[src/verilog/ccc_pkg.sv]
// Constants, encodings and helpers for the cache coherency controller.
package ccc_pkg;
  localparam int       LINES   = 16;
  localparam int       IDX_W   = 4;
  localparam int       RGN_N   = 4;
  // Line state encoding in the two state bits.
  localparam logic [1:0] ST_I  = 2'h0;
  localparam logic [1:0] ST_S  = 2'h1;
  localparam logic [1:0] ST_E  = 2'h2;
  localparam logic [1:0] ST_M  = 2'h3;
  // Memory type codes.
  localparam logic [2:0] MT_UC = 3'h0;
  localparam logic [2:0] MT_WC = 3'h1;
  localparam logic [2:0] MT_WT = 3'h4;
  localparam logic [2:0] MT_WP = 3'h5;
  localparam logic [2:0] MT_WB = 3'h6;
  // Register byte offsets.
  localparam logic [7:0] OFS_CTRL = 8'h00;
  localparam logic [7:0] OFS_PDBR = 8'h04;
  localparam logic [7:0] OFS_EXT  = 8'h08;
  localparam logic [7:0] OFS_STAT = 8'h0C;
  localparam logic [7:0] OFS_RGN0 = 8'h10;
  localparam logic [7:0] OFS_RGN3 = 8'h1C;
  // Field positions.
  localparam int GDIS_BIT = 30;
  localparam int WPOL_BIT = 29;
  localparam int PGWT_BIT = 3;
  localparam int PGUC_BIT = 4;
  localparam int GPEN_BIT = 7;
  localparam int REN_BIT = 11;
  localparam int RGN_W   = 3;
  // Reset values.
  localparam logic [31:0] CTRL_RST = 32'h0000_0000;
  localparam logic [31:0] PDBR_RST = 32'h0000_0000;
  localparam logic [31:0] EXT_RST  = 32'h0000_0000;
  localparam logic [15:0] FLT_CODE = 16'h0000;
  // AXI responses.
  localparam logic [1:0] RSP_OK  = 2'h0;
  localparam logic [1:0] RSP_SLV = 2'h2;
  localparam logic [1:0] RSP_DEC = 2'h3;

  // Valid lines are M, E and S.
  function automatic logic line_valid(input logic [1:0] st);
    line_valid = (st != ST_I);
  endfunction

  // Cacheable effective types.
  function automatic logic cacheable(input logic [2:0] mt);
    cacheable = (mt != MT_UC) && (mt != MT_WC);
  endfunction

  // Effective memory type from region type and page attributes.
  function automatic logic [2:0] eff_type(input logic [2:0] rt,
                                          input logic       uc,
                                          input logic       wt);
    if (uc) begin
      eff_type = MT_UC;
    end else if (wt && rt == MT_WB) begin
      eff_type = MT_WT;
    end else begin
      eff_type = rt;
    end
  endfunction

  // Byte-lane merge of a write into a register.
  function automatic logic [31:0] merge(input logic [31:0] old,
                                        input logic [31:0] nw,
                                        input logic [3:0]  st);
    merge = old;
    for (int b = 0; b < 4; b++) begin
      if (st[b]) begin
        merge[8*b +: 8] = nw[8*b +: 8];
      end
    end
  endfunction

  typedef enum logic {W_IDLE, W_RESP} ccc_wst_t;
endpackage

[src/verilog/ccc_top.sv]
// Cache line coherency state keeping and cache policy control.
// Behaviour
// - Data/L2 lines hold two state bits
// - Instruction cache S/I, dropped on data writes
// - M/E/S valid; only M has stale memory
// - M/E lines are held nowhere else
// - M/E writes local for write-back or with both bits set; S both, but local only with both bits set; I bus
// - Global cache disable at control bit 30
// - Cache disable stops fills, snoops still answered
// - Cache disable still serves hits, invalidates
// - Strict order only when regions off/uncached
// - Both bits clear gives normal mode; types come from regions
// - Page cache disable with paging, global clear
// - Page write-through with paging, policy clear
// - Base register attributes govern directory only
// - Normal mode: hits cached, cacheable read misses allocate
// - Normal mode shared write may become exclusive
// - Illegal bit pair faults with code zero
// - Disabled mode coherent, no read allocation
// - Both bits set: incoherent, E becomes M
// - Global page attribute needs global enable
// - Region registers assign memory types
// - Snooped modified line: hit-modified, write back
// - Page write-through turns write-back into WT
// - Page cache disable forces uncacheable
`timescale 1ns/1ps
module ccc_top
  import ccc_pkg::*;
(
  input  wire logic             clk,
  input  wire logic             rst_n,
  input  wire logic             ce,
  input  wire logic [7:0]       s_axi_awaddr,
  input  wire logic             s_axi_awvalid,
  output logic                  s_axi_awready,
  input  wire logic [31:0]      s_axi_wdata,
  input  wire logic [3:0]       s_axi_wstrb,
  input  wire logic             s_axi_wvalid,
  output logic                  s_axi_wready,
  output logic [1:0]            s_axi_bresp,
  output logic                  s_axi_bvalid,
  input  wire logic             s_axi_bready,
  input  wire logic [7:0]       s_axi_araddr,
  input  wire logic             s_axi_arvalid,
  output logic                  s_axi_arready,
  output logic [31:0]           s_axi_rdata,
  output logic [1:0]            s_axi_rresp,
  output logic                  s_axi_rvalid,
  input  wire logic             s_axi_rready,
  input  wire logic             acc_valid,
  input  wire logic             acc_write,
  input  wire logic             acc_fetch,
  input  wire logic [IDX_W-1:0] acc_index,
  input  wire logic             acc_pdir,
  input  wire logic             acc_page_uc,
  input  wire logic             acc_page_wt,
  input  wire logic             acc_global,
  input  wire logic [1:0]       acc_region,
  input  wire logic             acc_shared,
  input  wire logic             paging_on,
  input  wire logic             snp_valid,
  input  wire logic             snp_write,
  input  wire logic [IDX_W-1:0] snp_index,
  output logic                  acc_done,
  output logic                  acc_retry,
  output logic                  acc_hit,
  output logic                  acc_bus_read,
  output logic                  acc_bus_write,
  output logic                  acc_fill,
  output logic [2:0]            acc_mem_type,
  output logic                  acc_keep_global,
  output logic                  snp_done,
  output logic                  snp_hit,
  output logic                  snoop_hit_modified,
  output logic                  snp_writeback,
  output logic                  prot_fault,
  output logic [15:0]           prot_err_code,
  output logic                  strict_order
);

  ////////////////////////////////////////////////////////////////////
  // Storage.

  logic [1:0]       lines_reg [LINES];
  logic             ic_reg    [LINES];
  logic [31:0]      ctrl_reg;
  logic [31:0]      pdbr_reg;
  logic [31:0]      ext_reg;
  logic [RGN_W-1:0] rgn_reg   [RGN_N];
  logic [7:0]       prot_cnt_reg;
  ccc_wst_t         wst_reg;
  logic             aw_held_reg;
  logic             w_held_reg;
  logic [7:0]       awaddr_reg;
  logic [31:0]      wdata_reg;
  logic [3:0]       wstrb_reg;

  ////////////////////////////////////////////////////////////////////
  // Decoded controls.

  logic             gdis;
  logic             wpol;
  logic             mode_nn;
  logic             mode_dw;
  logic [2:0]       rtype;
  logic             page_uc;
  logic             page_wt;
  logic [2:0]       mt;
  logic             acc_go;
  logic             snp_go;
  logic [1:0]       ast;
  logic [1:0]       sst;
  logic             ahit;
  logic             wr_go;
  logic             wr_ctrl;
  logic             ctrl_bad;
  logic [31:0]      wr_val;

  // The two global bits pick one of three legal operating modes.
  assign gdis    = ctrl_reg[GDIS_BIT];
  assign wpol    = ctrl_reg[WPOL_BIT];
  assign mode_nn = !gdis && !wpol;
  assign mode_dw = gdis && wpol;

  // Regions disabled read as uncacheable, as after reset.
  assign rtype = ext_reg[REN_BIT] ? rgn_reg[acc_region] : MT_UC;

  // Page attributes count only with paging on and their control bit clear (gdis for uc, wpol for wt);
  // directory accesses take the base register attributes instead.
  assign page_uc = paging_on && !gdis &&
                   (acc_pdir ? pdbr_reg[PGUC_BIT] : acc_page_uc);
  assign page_wt = paging_on && !wpol &&
                   (acc_pdir ? pdbr_reg[PGWT_BIT] : acc_page_wt);
  assign mt      = eff_type(rtype, page_uc, page_wt);

  // A snoop and an access in the same cycle: the snoop wins and the
  // access is told to retry, so the array never sees two updates.
  assign snp_go = ce && snp_valid;
  assign acc_go = ce && acc_valid && !snp_valid;
  assign ast    = lines_reg[acc_index];
  assign sst    = lines_reg[snp_index];
  assign ahit   = acc_fetch ? ic_reg[acc_index] : line_valid(ast);

  ////////////////////////////////////////////////////////////////////
  // Data and second-level line states.

  always_ff @(posedge clk or negedge rst_n) begin
    if (!rst_n) begin
      for (int i = 0; i < LINES; i++) begin
        lines_reg[i] <= ST_I;
      end
    end else if (snp_go) begin
      // Snoop invalidation is inhibited when coherency is off.
      if (!mode_dw) begin
        if (snp_write) begin
          lines_reg[snp_index] <= ST_I;
        end else if (line_valid(sst)) begin
          lines_reg[snp_index] <= ST_S;
        end
      end
    end else if (acc_go && !acc_fetch) begin
      if (acc_write) begin
        if (mode_dw) begin
          if (ast == ST_E) begin
            lines_reg[acc_index] <= ST_M;
          end
        end else if (line_valid(ast) && !cacheable(mt)) begin
          lines_reg[acc_index] <= ST_I;
        end else if (ast == ST_E && mt == MT_WB) begin
          lines_reg[acc_index] <= ST_M;
        end else if (ast == ST_S && mode_nn && mt == MT_WB) begin
          lines_reg[acc_index] <= ST_E;
        end
      end else if (ast == ST_I && mode_nn && cacheable(mt)) begin
        lines_reg[acc_index] <= acc_shared ? ST_S : ST_E;
      end
    end
  end

  ////////////////////////////////////////////////////////////////////
  // Instruction cache valid bits; only shared or invalid.

  always_ff @(posedge clk or negedge rst_n) begin
    if (!rst_n) begin
      for (int i = 0; i < LINES; i++) begin
        ic_reg[i] <= 1'b0;
      end
    end else if (snp_go) begin
      if (snp_write) begin
        ic_reg[snp_index] <= 1'b0;
      end
    end else if (acc_go) begin
      if (acc_write) begin
        ic_reg[acc_index] <= 1'b0;
      end else if (acc_fetch && mode_nn && cacheable(mt)) begin
        ic_reg[acc_index] <= 1'b1;
      end
    end
  end

  ////////////////////////////////////////////////////////////////////
  // Access answers, one cycle after the request.

  always_ff @(posedge clk or negedge rst_n) begin
    if (!rst_n) begin
      acc_done        <= 1'b0;
      acc_retry       <= 1'b0;
      acc_hit         <= 1'b0;
      acc_bus_read    <= 1'b0;
      acc_bus_write   <= 1'b0;
      acc_fill        <= 1'b0;
      acc_mem_type    <= MT_UC;
      acc_keep_global <= 1'b0;
    end else if (ce) begin
      acc_done        <= acc_go;
      acc_retry       <= acc_valid && snp_valid;
      acc_hit         <= acc_go && ahit;
      acc_mem_type    <= acc_go ? mt : acc_mem_type;
      acc_keep_global <= acc_go && acc_global &&
                         ext_reg[GPEN_BIT];
      // Reads miss to the bus; only the normal mode allocates.
      acc_bus_read    <= acc_go && !acc_write && !ahit;
      acc_fill        <= acc_go && !acc_write && !ahit &&
                         mode_nn && cacheable(mt);
      if (!acc_go || !acc_write) begin
        acc_bus_write <= 1'b0;
      end else if (mode_dw) begin
        acc_bus_write <= !line_valid(ast);
      end else if (ast == ST_I || ast == ST_S) begin
        acc_bus_write <= 1'b1;
      end else begin
        acc_bus_write <= !cacheable(mt) || mt != MT_WB;
      end
    end
  end

  ////////////////////////////////////////////////////////////////////
  // Snoop answers are given in every mode.

  always_ff @(posedge clk or negedge rst_n) begin
    if (!rst_n) begin
      snp_done           <= 1'b0;
      snp_hit            <= 1'b0;
      snoop_hit_modified <= 1'b0;
      snp_writeback      <= 1'b0;
    end else if (ce) begin
      snp_done           <= snp_go;
      snp_hit            <= snp_go && line_valid(sst);
      snoop_hit_modified <= snp_go && sst == ST_M;
      snp_writeback      <= snp_go && sst == ST_M;
    end
  end

  ////////////////////////////////////////////////////////////////////
  // AXI4-Lite write channels; address and data in either order.

  assign wr_go    = ce && aw_held_reg && w_held_reg && wst_reg == W_IDLE;
  assign wr_ctrl  = awaddr_reg == OFS_CTRL;
  assign wr_val   = merge(ctrl_reg, wdata_reg, wstrb_reg);
  assign ctrl_bad = !wr_val[GDIS_BIT] && wr_val[WPOL_BIT];

  always_ff @(posedge clk or negedge rst_n) begin
    if (!rst_n) begin
      wst_reg       <= W_IDLE;
      aw_held_reg   <= 1'b0;
      w_held_reg    <= 1'b0;
      awaddr_reg    <= 8'h00;
      wdata_reg     <= 32'h0000_0000;
      wstrb_reg     <= 4'h0;
      s_axi_awready <= 1'b1;
      s_axi_wready  <= 1'b1;
      s_axi_bvalid  <= 1'b0;
      s_axi_bresp   <= RSP_OK;
    end else if (ce) begin
      if (s_axi_awvalid && s_axi_awready) begin
        aw_held_reg   <= 1'b1;
        awaddr_reg    <= s_axi_awaddr;
        s_axi_awready <= 1'b0;
      end
      if (s_axi_wvalid && s_axi_wready) begin
        w_held_reg   <= 1'b1;
        wdata_reg    <= s_axi_wdata;
        wstrb_reg    <= s_axi_wstrb;
        s_axi_wready <= 1'b0;
      end
      case (wst_reg)
        W_IDLE: begin
          if (wr_go) begin
            wst_reg      <= W_RESP;
            s_axi_bvalid <= 1'b1;
            if (wr_ctrl && ctrl_bad) begin
              s_axi_bresp <= RSP_SLV;
            end else if (awaddr_reg == OFS_STAT ||
                         awaddr_reg[1:0] != 2'h0 ||
                         awaddr_reg > OFS_RGN3) begin
              s_axi_bresp <= RSP_DEC;
            end else begin
              s_axi_bresp <= RSP_OK;
            end
          end
        end
        W_RESP: begin
          if (s_axi_bready) begin
            wst_reg       <= W_IDLE;
            s_axi_bvalid  <= 1'b0;
            aw_held_reg   <= 1'b0;
            w_held_reg    <= 1'b0;
            s_axi_awready <= 1'b1;
            s_axi_wready  <= 1'b1;
          end
        end
        default: begin
          wst_reg <= W_IDLE;
        end
      endcase
    end
  end

  ////////////////////////////////////////////////////////////////////
  // Register file; a rejected control write leaves it untouched.

  always_ff @(posedge clk or negedge rst_n) begin
    if (!rst_n) begin
      ctrl_reg <= CTRL_RST;
      pdbr_reg <= PDBR_RST;
      ext_reg  <= EXT_RST;
      for (int i = 0; i < RGN_N; i++) begin
        rgn_reg[i] <= MT_UC;
      end
    end else if (wr_go) begin
      if (wr_ctrl) begin
        if (!ctrl_bad) begin
          ctrl_reg <= wr_val;
        end
      end else if (awaddr_reg == OFS_PDBR) begin
        pdbr_reg <= merge(pdbr_reg, wdata_reg, wstrb_reg);
      end else if (awaddr_reg == OFS_EXT) begin
        ext_reg <= merge(ext_reg, wdata_reg, wstrb_reg);
      end else if (awaddr_reg >= OFS_RGN0 && awaddr_reg <= OFS_RGN3 &&
                   awaddr_reg[1:0] == 2'h0 && wstrb_reg[0]) begin
        rgn_reg[awaddr_reg[3:2]] <= wdata_reg[RGN_W-1:0];
      end
    end
  end

  // Fault pulse and running count of rejected control loads.
  always_ff @(posedge clk or negedge rst_n) begin
    if (!rst_n) begin
      prot_fault    <= 1'b0;
      prot_err_code <= FLT_CODE;
      prot_cnt_reg  <= 8'h00;
    end else if (ce) begin
      prot_fault    <= wr_go && wr_ctrl && ctrl_bad;
      prot_err_code <= FLT_CODE;
      if (wr_go && wr_ctrl && ctrl_bad) begin
        prot_cnt_reg <= prot_cnt_reg + 8'h01;
      end
    end
  end

  // Strict ordering is not implied by the cache-disable bit itself.
  always_ff @(posedge clk or negedge rst_n) begin
    if (!rst_n) begin
      strict_order <= 1'b1;
    end else if (ce) begin
      strict_order <= !ext_reg[REN_BIT] ||
                      (rgn_reg[0] == MT_UC && rgn_reg[1] == MT_UC &&
                       rgn_reg[2] == MT_UC && rgn_reg[3] == MT_UC);
    end
  end

  ////////////////////////////////////////////////////////////////////
  // AXI4-Lite read channel; one outstanding read.

  always_ff @(posedge clk or negedge rst_n) begin
    if (!rst_n) begin
      s_axi_arready <= 1'b1;
      s_axi_rvalid  <= 1'b0;
      s_axi_rdata   <= 32'h0000_0000;
      s_axi_rresp   <= RSP_OK;
    end else if (ce) begin
      if (s_axi_arvalid && s_axi_arready) begin
        s_axi_arready <= 1'b0;
        s_axi_rvalid  <= 1'b1;
        s_axi_rresp   <= RSP_OK;
        s_axi_rdata   <= 32'h0000_0000;
        if (s_axi_araddr == OFS_CTRL) begin
          s_axi_rdata <= ctrl_reg;
        end else if (s_axi_araddr == OFS_PDBR) begin
          s_axi_rdata <= pdbr_reg;
        end else if (s_axi_araddr == OFS_EXT) begin
          s_axi_rdata <= ext_reg;
        end else if (s_axi_araddr == OFS_STAT) begin
          s_axi_rdata <= {prot_err_code, 7'h00, strict_order,
                          prot_cnt_reg};
        end else if (s_axi_araddr >= OFS_RGN0 &&
                     s_axi_araddr <= OFS_RGN3 &&
                     s_axi_araddr[1:0] == 2'h0) begin
          s_axi_rdata <= {29'h0, rgn_reg[s_axi_araddr[3:2]]};
        end else begin
          s_axi_rresp <= RSP_DEC;
        end
      end else if (s_axi_rvalid && s_axi_rready) begin
        s_axi_rvalid  <= 1'b0;
        s_axi_arready <= 1'b1;
      end
    end
  end
endmodule

[config.mk]
export PLATFORM = sky130hd
export DESIGN_NAME = ccc_top
export DESIGN_NICKNAME = d
export VERILOG_FILES = /design/src/verilog/ccc_pkg.sv /design/src/verilog/ccc_top.sv
export SDC_FILE = /design/constraint.sdc
export NUM_CORES = 1
export LEC_CHECK = 0
export ABC_AREA = 1
export BUFFER_PORTS_ARGS = -buffer_cell sky130_fd_sc_hd__buf_2
export CORE_ASPECT_RATIO = 0.8
export CORE_MARGIN = 5
export CORE_UTILIZATION = 31
export CTS_CLUSTER_SIZE = 14
export DETAILED_ROUTE_END_ITERATION = 10
export GPL_TIMING_DRIVEN = 0
export HOLD_SLACK_MARGIN = 0.15
export PLACE_DENSITY = 0.54
export SETUP_SLACK_MARGIN = 0.05
export SYNTH_ARGS = -nofsm -noshare
export SYNTH_HDL_FRONTEND = slang
export SYNTH_SLANG_ARGS = --single-unit
[constraint.sdc]
create_clock -name clk -period 2.7 [get_ports clk]
set_clock_uncertainty 0.15 [all_clocks]
set_input_delay 0.135 -clock clk [delete_from_list [all_inputs] [get_ports clk]]
set_output_delay 0.135 -clock clk [all_outputs]
set_load 0.005 [all_outputs]
### After elaboration in Yosys (flattened, before gate mapping)

Cells that the tools add are included.

* logic and storage cells: 337
* flip-flop bits (word level): 267
* input bits: 81
* output and inout bits: 73

* reductions and logical operators: 111
* equality and inequality tests: 20
* $lt $le $gt $ge: 13
* bitwise logic cells: 26
* $add $sub $neg: 1
* mux-type cells: 89

Operators with widths (count)
* two-way mux 32 bit: 15
* two-way mux 16 bit: 5
* bitwise AND 16 bit: 4
* bitwise AND 32 bit: 2
* NOT 16 bit: 4
* NOT 32 bit: 2
* logical AND 1 bit: 52
* bitwise OR 16 bit: 3
* bitwise mux 32 bit: 1
* == test 8 x 4 -> 1 bit (second input constant): 4
* bitwise OR 32 bit: 1
* AND reduction 4 bit: 8
* two-way mux 1 bit: 30
* two-way mux 2 bit: 14
* two-way mux 3 bit: 9
* AND reduction 5 bit: 5
* binary-select mux 2 bit (select 4 bit): 2
* demux 2 bit (select 4 bit): 2
* == test 8 x 3 -> 1 bit (second input constant): 2
* greater-or-equal comparator 8 x 5 -> 1 bit (second input constant): 2
* <= comparator 8 x 5 -> 1 bit (second input constant): 2
* logical NOT 8 bit: 2
* binary-select mux 3 bit (select 2 bit): 2
* bitwise mux 12 bit: 1
* other kinds (33): 86

### Depth between registers and ports, before layout

Gate-level depths: netlist of run 1.

* depth in word-level cells: 18
* gate-level depth with buffers: 18
* mapped depth without buffers: 16

### Worst setup path before layout of run 1

Ideal clock, no wire load.

* path kind: register to register
* start: register ctrl_reg[30]
* end: register with a tool-made name
* setup slack: 621 ps
* path buffers: 1
* setup time: 118 ps
* cell stages (with the launch flop): 12
* period minus slack after synthesis: 2079 ps
* required time: 2432 ps
* data arrival time: 1811 ps
* cell sequence: dfrtp_1 -> nand2_1 -> inv_1 -> nor2_1 -> clkinv_1 -> nor2_2 -> nand2_1 -> nor2_1 -> nor2_4 -> buf_4 -> nand4_1 -> nand2_1

RTL lines
* start: declaration: RTL line ccc_top.sv:86 `logic [31:0] ctrl_reg;`
* start signal: assignment: RTL line ccc_top.sv:333 `ctrl_reg <= wr_val;`

### Final worst setup path of run 1

* start: register awaddr_reg[5]
* end: register pdbr_reg[7]

* cells in the longest elaborated chain, start to end: 3
* elaborated cells on any way between the ends: 4
* classes of those cells: eq/ne: 1; bitwise: 1; reduce/logical: 2

RTL lines
* start: declaration: RTL line ccc_top.sv:94 `logic [7:0] awaddr_reg;`
* start signal: assignment: RTL line ccc_top.sv:277 `awaddr_reg <= s_axi_awaddr;`
* logical NOT 8 bit: RTL line ccc_top.sv:258 `assign wr_ctrl = awaddr_reg == OFS_CTRL;`
* NOT 1 bit (no source line)
* AND reduction 4 bit (no source line) *
* end signal: assignment: RTL line ccc_top.sv:336 `pdbr_reg <= merge(pdbr_reg, wdata_reg, wstrb_reg);`
* end: declaration: RTL line ccc_top.sv:87 `logic [31:0] pdbr_reg;`

Every way passes the cells marked *; elsewhere a longest branch is shown, timed or not.
A chain may end at the register's enable or synchronous reset.

==> impl_metrics.yaml, run 1 <==
cts:
  cts_max_level: 1
  insertion_delay_ns: 0.59
  cts_tree: "done"
  root_buffer: "clkbuf_16"
  cts_buffers: 30
  clkSinkCount: 266
  clock_tree.buffer_depth: 3
  clk_pin_slew_ns: 0.07
pwr:
  powerDensity_nw_per_um2: 670.6
  power.total_w: 0.01231
  ir_drop_mv: 0.4677
  total_leakage_power_nw: 9.062
global_route:
  globalRoute.totalOverflow: 0
  grt_max_degree: 105
  grt_pass1_vias: 14300
  track_usage_pct: 22.06
  antenna_found_initial: 0
  grt_first_pass_wirelength_um: 88150
floorplanning:
  boundaryPins: 154
  die_width_um: 250.7
  die_h_um: 202.5
  dieArea_um2: 50780
  design.core.area_um2: 45810
  start_util_pct: 31.36
  rows: 70
setup_path:
  startpoint_type: "flop"
  critPathMaxStageDelay_ns: 0.51
  crit_chain: "nor3_1, and2_1, nand2_1, nor2_1, nand2_1, clkbuf_1, nand2_1, o21ai_0"
  worstPathArrival_ns: 2.97
  cp_max_fo: 10
  r2r_start: "awaddr_reg[5]"
  cp_num_cells: 8
  critical_path_class: "flop to flop"
  crit_family: "simple AND/OR/NAND/NOR gates"
  cp-end-kind: "flop"
  timing.rr.end: "pdbr_reg[7]"
  reg2reg_depth: 8
  r2r_slack_ns: 0.02
  crit_top_cell: "nand2_1"
  crit_required_ns: 3.00
  worst-path-buf-inv: 1
  slowest_stage: "nor2_1"
synth:
  netlist_area_um2: 14370
  synth_cell_types: 41
  synth_top_flop_cell: "dfrtp_1"
  synth-edff-count: 0
  synth_warnings: 0
  async_flop_share_pct: 100.0
  ys_ff_latch: 266
  synth_area_per_cell_um2: 7.248
  yosysSeqAreaShare_pct: 46.37
  synth_cells: 1982
min_path:
  hp-class: "primary input to flop"
  holdPathEnd: "s_axi_rdata[2]"
  holdPathStages: 7
  min-delay-start: "s_axi_araddr[2]"
route:
  routedWlPerCell_um: 19.85
  ant_nets: 0
  drt_wl_total_um: 57680
  via_per_inst: 5.105
  first_pass_iters: 6
  drc: 0
  drtIter0Drc: 1371
  num_vias: 14840
final_layout:
  design_area_um2: 18350
  syn_to_final_growth_pct: 27.76
  nets: 2352
  diodes: 0
  drive_above_1_share_pct: 13.08
status:
  outcome: "finished, final reports clean"
job:
  cap_violations: 0
timing:
  maxSlewHeadroom_pct: 24.16
  period_needed_ns: 2.678
  worst_slew_pin_slew_ns: 1.133
  tns_ns: 0
  fin_ws_ns: 0.02226
  final_hold_viol_count: 0
  fmax_mhz: 373.4
  rsz0062_at_grt: "yes"
  drv_slew: 0
  fin_crit_sh_pct: 99.18
  setup_violations: 0
placement:
  place_congestion: 1.015
  hpwl_um: 40200
  dp_slack_ns: -0.6104
  place_area_um2: 15940
  port_buffers: 136
-- tightest hold or removal path, cell delays in order --
cell       delay, ns
buf_2           0.15
nand2_1         0.07
a21oi_1         0.12
o21ai_0         0.08
nand2_1         0.08
a221oi_1        0.08
a2bb2oi_1       0.14
-- power by group --
group	switching [W]	internal (W)	total [W]
combinational	0.00161	0.000811	0.00242
clock	0.00182	0.00303	0.00485
sequential	0.000374	0.00467	0.00505
-- area by class of cell --
| type | count | area, um^2 |
|---|---|---|
| Fill cell | 4794 | 27450 |
| Timing Repair Buffer | 242 | 1787 |
| Sequential cell | 266 | 6664 |
| Inverter | 192 | 724.4 |
| Tap cell | 612 | 765.7 |
| Clock inverter | 19 | 362.8 |
| Clock buffer | 37 | 817.0 |
| Buffer | 101 | 598.1 |
| Multi-Input combinational cell | 1437 | 6635 |
-- metrics by stage --
| step | utilization, % | hold slack, ns | cells |
|---|---|---|---|
| 5_1_grt | 40.07 | 0.1654 | 2906 |
| 3_3_place_gp | 34.64 | 0.2200 | 2745 |
| 4_1_cts | 39.77 | 0.1521 | 2905 |
| 2_1_floorplan | - | -0.3106 | 1997 |
| 3_5_place_dp | 34.80 | -0.02133 | 2747 |
| 6_report | 40.07 | 0.1718 | 2906 |
-- Yosys cell counts (all sizes together) (6+ instances only) --
cell / n / share of area, %
xor2: 6 / 0.37
clkbuf: 58 / 1.5
o22ai: 14 / 0.61
a21oi: 128 / 4.5
o21ai: 193 / 6.7
buf: 44 / 2.0
nand2: 672 / 18
a22o: 23 / 1.4
nand4: 69 / 3.0
nand3: 69 / 2.4
dfrtp: 262 / 46
inv: 187 / 4.9
nand3b: 12 / 0.63
mux2: 7 / 0.55
nor2: 177 / 4.8
a221oi: 9 / 0.55
a22oi: 8 / 0.42
nor3: 9 / 0.31
-- layout by cell type, fill, tap and decap left out, types with 6 or more instances in the layout --
master           n
a21oi_1        128
a221oi_1         9
a22o_1          23
a22oi_1          8
buf_2          148
buf_4           30
buf_6            8
bufinv_16        9
clkbuf_1        53
clkbuf_16       30
clkbuf_2         6
conb_1          16
dfrtp_1        260
dlygate4sd3_1   91
inv_1          180
inv_2            7
mux2_2           7
nand2_1        667
nand3_1         69
nand3b_1        12
nand4_1         69
nor2_1         162
nor2_2           7
nor2_4           8
nor3_1           7
o21ai_0        181
o21ai_1         12
o22ai_1         14
xor2_1           6
-- kinds of logic (layout without fill, tap and decap cells) --
logic type,after synthesis,in the layout,share of synthesized area [%]
muxes,7,7,0.5487
other,1,16,0.02610
xor gates and xnor gates,6,6,0.3658
and+or+nand+nor,1015,1015,29.02
DFF,266,266,46.37
buffers and inverters,294,591,8.518
AOI/OAI and AO/OA,392,392,15.07
adders and majority gates,1,1,0.08708
-- metal layers --
metal	routed length, um	up-vias	GRT usage (%)
met3	4333	95	4.073
met2	24590	603	32.82
li1	-	7021	-
met1	27210	7116	33.18
met4	1554	0	5.475
met5	0	-	0
-- how the worst max path moves through the flow --
stage | from | end | slack (ns)
after CTS | ctrl_reg[30] | flop | 0.05
after detailed placement | ctrl_reg[30] | flop | -0.61
after global routing | awaddr_reg[5] | ext_reg[13] | -0.13
final | awaddr_reg[5] | pdbr_reg[7] | 0.02
after global placement | rst_n | wdata_reg[26] | -3.87
after floorplan | ctrl_reg[30] | flop | 0.62
-- what timing repair did --
item / in CTS / in global routing
endpoints found under the hold margin: 255 / 0
gates resized for setup: 28 / 38
pin swaps: 3 / 4
setup buffers: 10 / 2
endpoints found under the setup margin: 111 / 134
hold buffers: 92 / 0
(Power assumes the default switching activity.)
==> inputs of run 2 (changes only) <==
- CORE_ASPECT_RATIO: 0.8 -> 0.9
- SETUP_SLACK_MARGIN: 0.05 -> 0.5
- SKIP_CTS_REPAIR_TIMING: default -> 1
==> impl_metrics.yaml, run 2 (same netlist as run 1, synthesis figures left out) <==
timing:
  fmax_mhz: 410.5
  rsz0062_at_grt: "yes"
  maxSlewHeadroom_pct: 32.81
  fin_crit_sh_pct: 90.23
  setup_violations: 0
  worst_slew_pin_slew_ns: 1.004
  drv_slew: 0
  whs_ns: -0.01878
  final_hold_viol_count: 8
  period_needed_ns: 2.436
route:
  drtIter0Drc: 1539
  first_pass_iters: 6
  routedWlPerCell_um: 19.95
  via_per_inst: 5.170
  drc: 0
  num_vias: 15250
  drt_wl_total_um: 58840
  ant_nets: 0
floorplanning:
  boundaryPins: 154
  dieArea_um2: 50750
  die_width_um: 236.9
  die_h_um: 214.2
  design.core.area_um2: 45650
  start_util_pct: 31.47
  rows: 74
min_path:
  hp-class: "primary input to asynchronous set/reset pin"
global_route:
  track_usage_pct: 21.06
  grt_max_degree: 102
  globalRoute.totalOverflow: 0
  grt_first_pass_wirelength_um: 83880
  grt_pass1_vias: 13680
  antenna_found_initial: 1
placement:
  port_buffers: 136
  place_congestion: 0.9987
  post-place-cells: 2743
  hpwl_um: 39690
status:
  violations: "negative hold slack"
  outcome: "complete, but fails checks"
setup_path:
  startpoint_type: "flop"
  crit_required_ns: 3.08
  worstPathArrival_ns: 2.81
  critical_path_class: "flop to flop"
  cp_max_fo: 8
  cp-end-kind: "flop"
pwr:
  ir_drop_mv: 0.3884
  powerDensity_nw_per_um2: 632.4
  power.total_w: 0.01216
  total_leakage_power_nw: 9.424
cts:
  cts_tree: "done"
  cts_buffers: 31
  insertion_delay_ns: 0.62
  clock_tree.buffer_depth: 3
  clkSinkCount: 266
  cts_max_level: 1
  root_buffer: "clkbuf_16"
  clk_pin_slew_ns: 0.06
final_layout:
  final_common_cell: "nand2_1"
  nets: 2400
  fin_cells: 2949
  final_cell_mix: "638 x nand2_1, 249 x dfrtp_1, 174 x inv_1, 157 x nor2_1, 152 x o21ai_0"
  drive_above_1_share_pct: 19.15
  n_fill_cell: 4711
  finish.utilization_pct: 42.14
  syn_to_final_growth_pct: 33.88
job:
  cap_violations: 0
run 2: changes by cell type in the layout (fill, tap and decap cells not counted), sizes merged:
cell	delta
buf	+59
dlygate4sd3	-14
bufinv	-7
clkbuf	+8
clkinv	-1
diode	+1
clkinvlp	+1
run 2: worst max-delay path, cell delays in order, from the launching register on:
cell and delay, ns:
dfrtp_1 0.47, nand2_1 0.11, nand2_1 0.05, nand2_1 0.05, nand2_1 0.06, nand2_1 0.07, nand2_2 0.09, nor2_4 0.17
nand2_4 0.09, buf_12 0.14, o21ai_4 0.12, nand3_2 0.11, nor2_4 0.15, buf_12 0.18, clkbuf_16 0.19, nand4_1 0.10
nand2_1 0.07
run 2: final timing paths:
kind | endpoint | slack (ns) | cells after the start
worst max-delay path | flop | 0.26 | 16
worst min-delay path | s_axi_rdata[18] | -0.02 | 2
worst max register to register | flop | 0.26 | 16
worst min register to register | acc_retry | 0.33 | 2
min in group clk | flop | 0.10 | 5
max in group asynchronous | strict_order | 1.03 | 4
run 2: cell type report:
cell class | count | area [um^2] | share of cell area, %
clock buffers | 43 | 910.9 | 4.736
diodes | 1 | 2.502 | 0.01301
multi-input cells | 1437 | 6940 | 36.09
plain buffers | 102 | 763.2 | 3.968
inverters | 192 | 730.7 | 3.799
repair buffers | 288 | 2301 | 11.96
well taps | 608 | 760.7 | 3.955
flip-flops and latches | 266 | 6678 | 34.72
clock inverters | 12 | 146.4 | 0.7611
run 2: metrics by stage:
stage | setup slack, ns | cell area (um^2) | hold WS [ns] | TNS, ns
after global routing | 0.2006 | 19230 | 0.06660 | 0
after floorplan | 0.6211 | 14420 | -0.3106 | 0
final | 0.2639 | 19230 | -0.01878 | 0
after global placement | -3.893 | 15860 | 0.2243 | -1069.19
after detailed placement | -0.9187 | 15930 | 0.06625 | -51.84
after CTS | -0.9386 | 16990 | -0.5725 | -53.61
run 2: per-layer routing:
metal | global-route usage [%] | share of wire [%] | up-vias
li1 | - | - | 7115
met1 | 31.07 | 44 | 7287
met2 | 31.53 | 43 | 701
met3 | 3.729 | 9.0 | 142
met4 | 6.426 | 3.4 | 0
met5 | 0 | 0 | -
run 2: power by group:
group	leakage, nW	switching (W)	total (W)	internal [W]
registers	3.49	0.000400	0.00508	0.00468
clock network	0.515	0.00183	0.00438	0.00255
logic	5.42	0.00172	0.00270	0.000980
total	9.42	0.00396	0.0122	0.00821
==> inputs of run 3 (changes only) <==
- CORE_MARGIN: 5 -> 2
- CTS_BUF_LIST: default -> sky130_fd_sc_hd__clkbuf_8
==> impl_metrics.yaml, run 3 (same netlist as run 1, synthesis figures left out) <==
final_layout:
  diodes: 0
  design_area_um2: 19470
  nets: 2436
  syn_to_final_growth_pct: 35.54
  n_fill_cell: 4751
  final_cell_mix: "646 x nand2_1, 250 x dfrtp_1, 184 x inv_1, 158 x nor2_1, 147 x buf_2"
  drive_above_1_share_pct: 19.77
  final_common_cell: "nand2_1"
route:
  first_pass_iters: 6
  ant_nets: 0
  via_per_inst: 5.060
  num_vias: 15180
  drt_wl_total_um: 58560
  drtIter0Drc: 1364
  drc: 0
  routedWlPerCell_um: 19.51
pwr:
  powerDensity_nw_per_um2: 631.0
  total_leakage_power_nw: 9.569
  switchingPower_w: 0.004080
  p_int_w: 0.008207
  power_frac_comb_pct: 21.9
  seqPwrFrac_pct: 41.4
  p_sw_share_pct: 33.21
  clock_power_share_pct: 36.7
  ir_drop_mv: 0.4310
setup_path:
  crit_chain: "buf_4, nand2_8, inv_1, nor2_4, clkinvlp_4, nor2_4, buf_4, nand4_1, buf_6, buf_12, nand4_1, nand2_1, nand2_1"
  slowest_stage: "dfrtp_2"
  cp-end-kind: "flop"
  reg2reg_depth: 13
  startpoint_type: "flop"
  crit_required_ns: 3.11
  critical_path_class: "flop to flop"
  critPathMaxStageDelay_ns: 0.43
  worstPathArrival_ns: 2.82
  r2r_start: "ctrl_reg[30]"
  r2r_slack_ns: 0.29
  cp_max_fo: 10
global_route:
  grt_pass1_vias: 13790
  antenna_found_initial: 1
  track_usage_pct: 23.18
  grt_first_pass_wirelength_um: 84710
  grt_max_degree: 124
  globalRoute.totalOverflow: 0
status:
  outcome: "complete, but fails checks"
  violations: "negative hold slack"
floorplanning:
  design.core.area_um2: 45550
  start_util_pct: 31.54
  die_h_um: 208.2
  die_width_um: 230.9
  rows: 74
  dieArea_um2: 48080
  boundaryPins: 154
timing:
  whs_ns: -0.1067
  maxSlewHeadroom_pct: 26.04
  period_needed_ns: 2.413
  fin_crit_sh_pct: 89.35
  rsz0062_at_grt: "yes"
  fmax_mhz: 414.5
  setup_violations: 0
  drv_slew: 0
  final_hold_viol_count: 65
  fin_ws_ns: 0.2874
  worst_slew_pin_slew_ns: 1.109
placement:
  port_buffers: 136
  place_area_um2: 15930
  dp_slack_ns: -0.7487
  hpwl_um: 39770
  place_congestion: 0.9768
job:
  cap_violations: 0
cts:
  cts_tree: "done"
  clkSinkCount: 266
  cts_max_level: 2
  clock_tree.buffer_depth: 3
  cts_buffers: 48
  root_buffer: "clkbuf_8"
  clk_pin_slew_ns: 0.06
  insertion_delay_ns: 0.66
min_path:
  hp-class: "primary input to asynchronous set/reset pin"
-- run 3: power by group through the flow --
stage | Combinational, W | Clock [W] | Sequential [W]
floorplan | 0.00132 | 0 | 0.00500
global placement | 0.00215 | 0 | 0.00509
detailed placement | 0.00220 | 0 | 0.00511
CTS | 0.00221 | 0.00463 | 0.00504
global route | 0.00297 | 0.00479 | 0.00516
finish | 0.00269 | 0.00451 | 0.00509
-- run 3: how the worst max path moves through the flow --
stage | start | endpoint | slack, ns
after floorplan | ctrl_reg[30] | flop | 0.62
after global placement | rst_n | ext_reg[26] | -3.93
after detailed placement | ctrl_reg[29] | flop | -0.75
after CTS | ctrl_reg[29] | flop | -0.78
after global routing | flop | flop | 0.13
final | ctrl_reg[30] | flop | 0.29
-- run 3: per-layer routing --
layer	wire, um	up-vias	GRT usage [%]
met1	26570	7201	33.88
met5	0	-	0
met3	4651	121	3.988
met4	1886	0	8.187
li1	-	7207	-
met2	25450	655	34.27
-- run 3: final cells by class --
class,instances,area [um^2],share of cell area [%]
buffer,102,739.5,3.797
clock buffer,62,853.3,4.382
clock inverter,27,287.8,1.478
inverter,192,740.7,3.804
multi-input combinational,1437,6967,35.78
sequential,266,6676,34.29
tap,608,760.7,3.907
timing repair buffer,307,2447,12.57
-- run 3: through the flow --
stage	setup TNS, ns	std cells	total power (W)	utilization [%]	hold slack, ns
3_3_place_gp	-1062.37	2741	0.007242	34.82	0.2202
4_1_cts	-42.80	2832	0.01188	37.47	-0.7020
6_report	0	3001	0.01229	42.75	-0.1067
5_1_grt	0	3001	0.01292	42.75	-0.03931
2_1_floorplan	0	1997	0.006319	-	-0.3106
3_5_place_dp	-42.33	2743	0.007310	34.97	-0.02325
-- run 3: worst max-delay path: cells and delay by family (launching register included) --
family,cells,cell delay (ns)
buffers and inverters,6,0.91
and+or+nand+nor,7,0.84
DFF,1,0.43
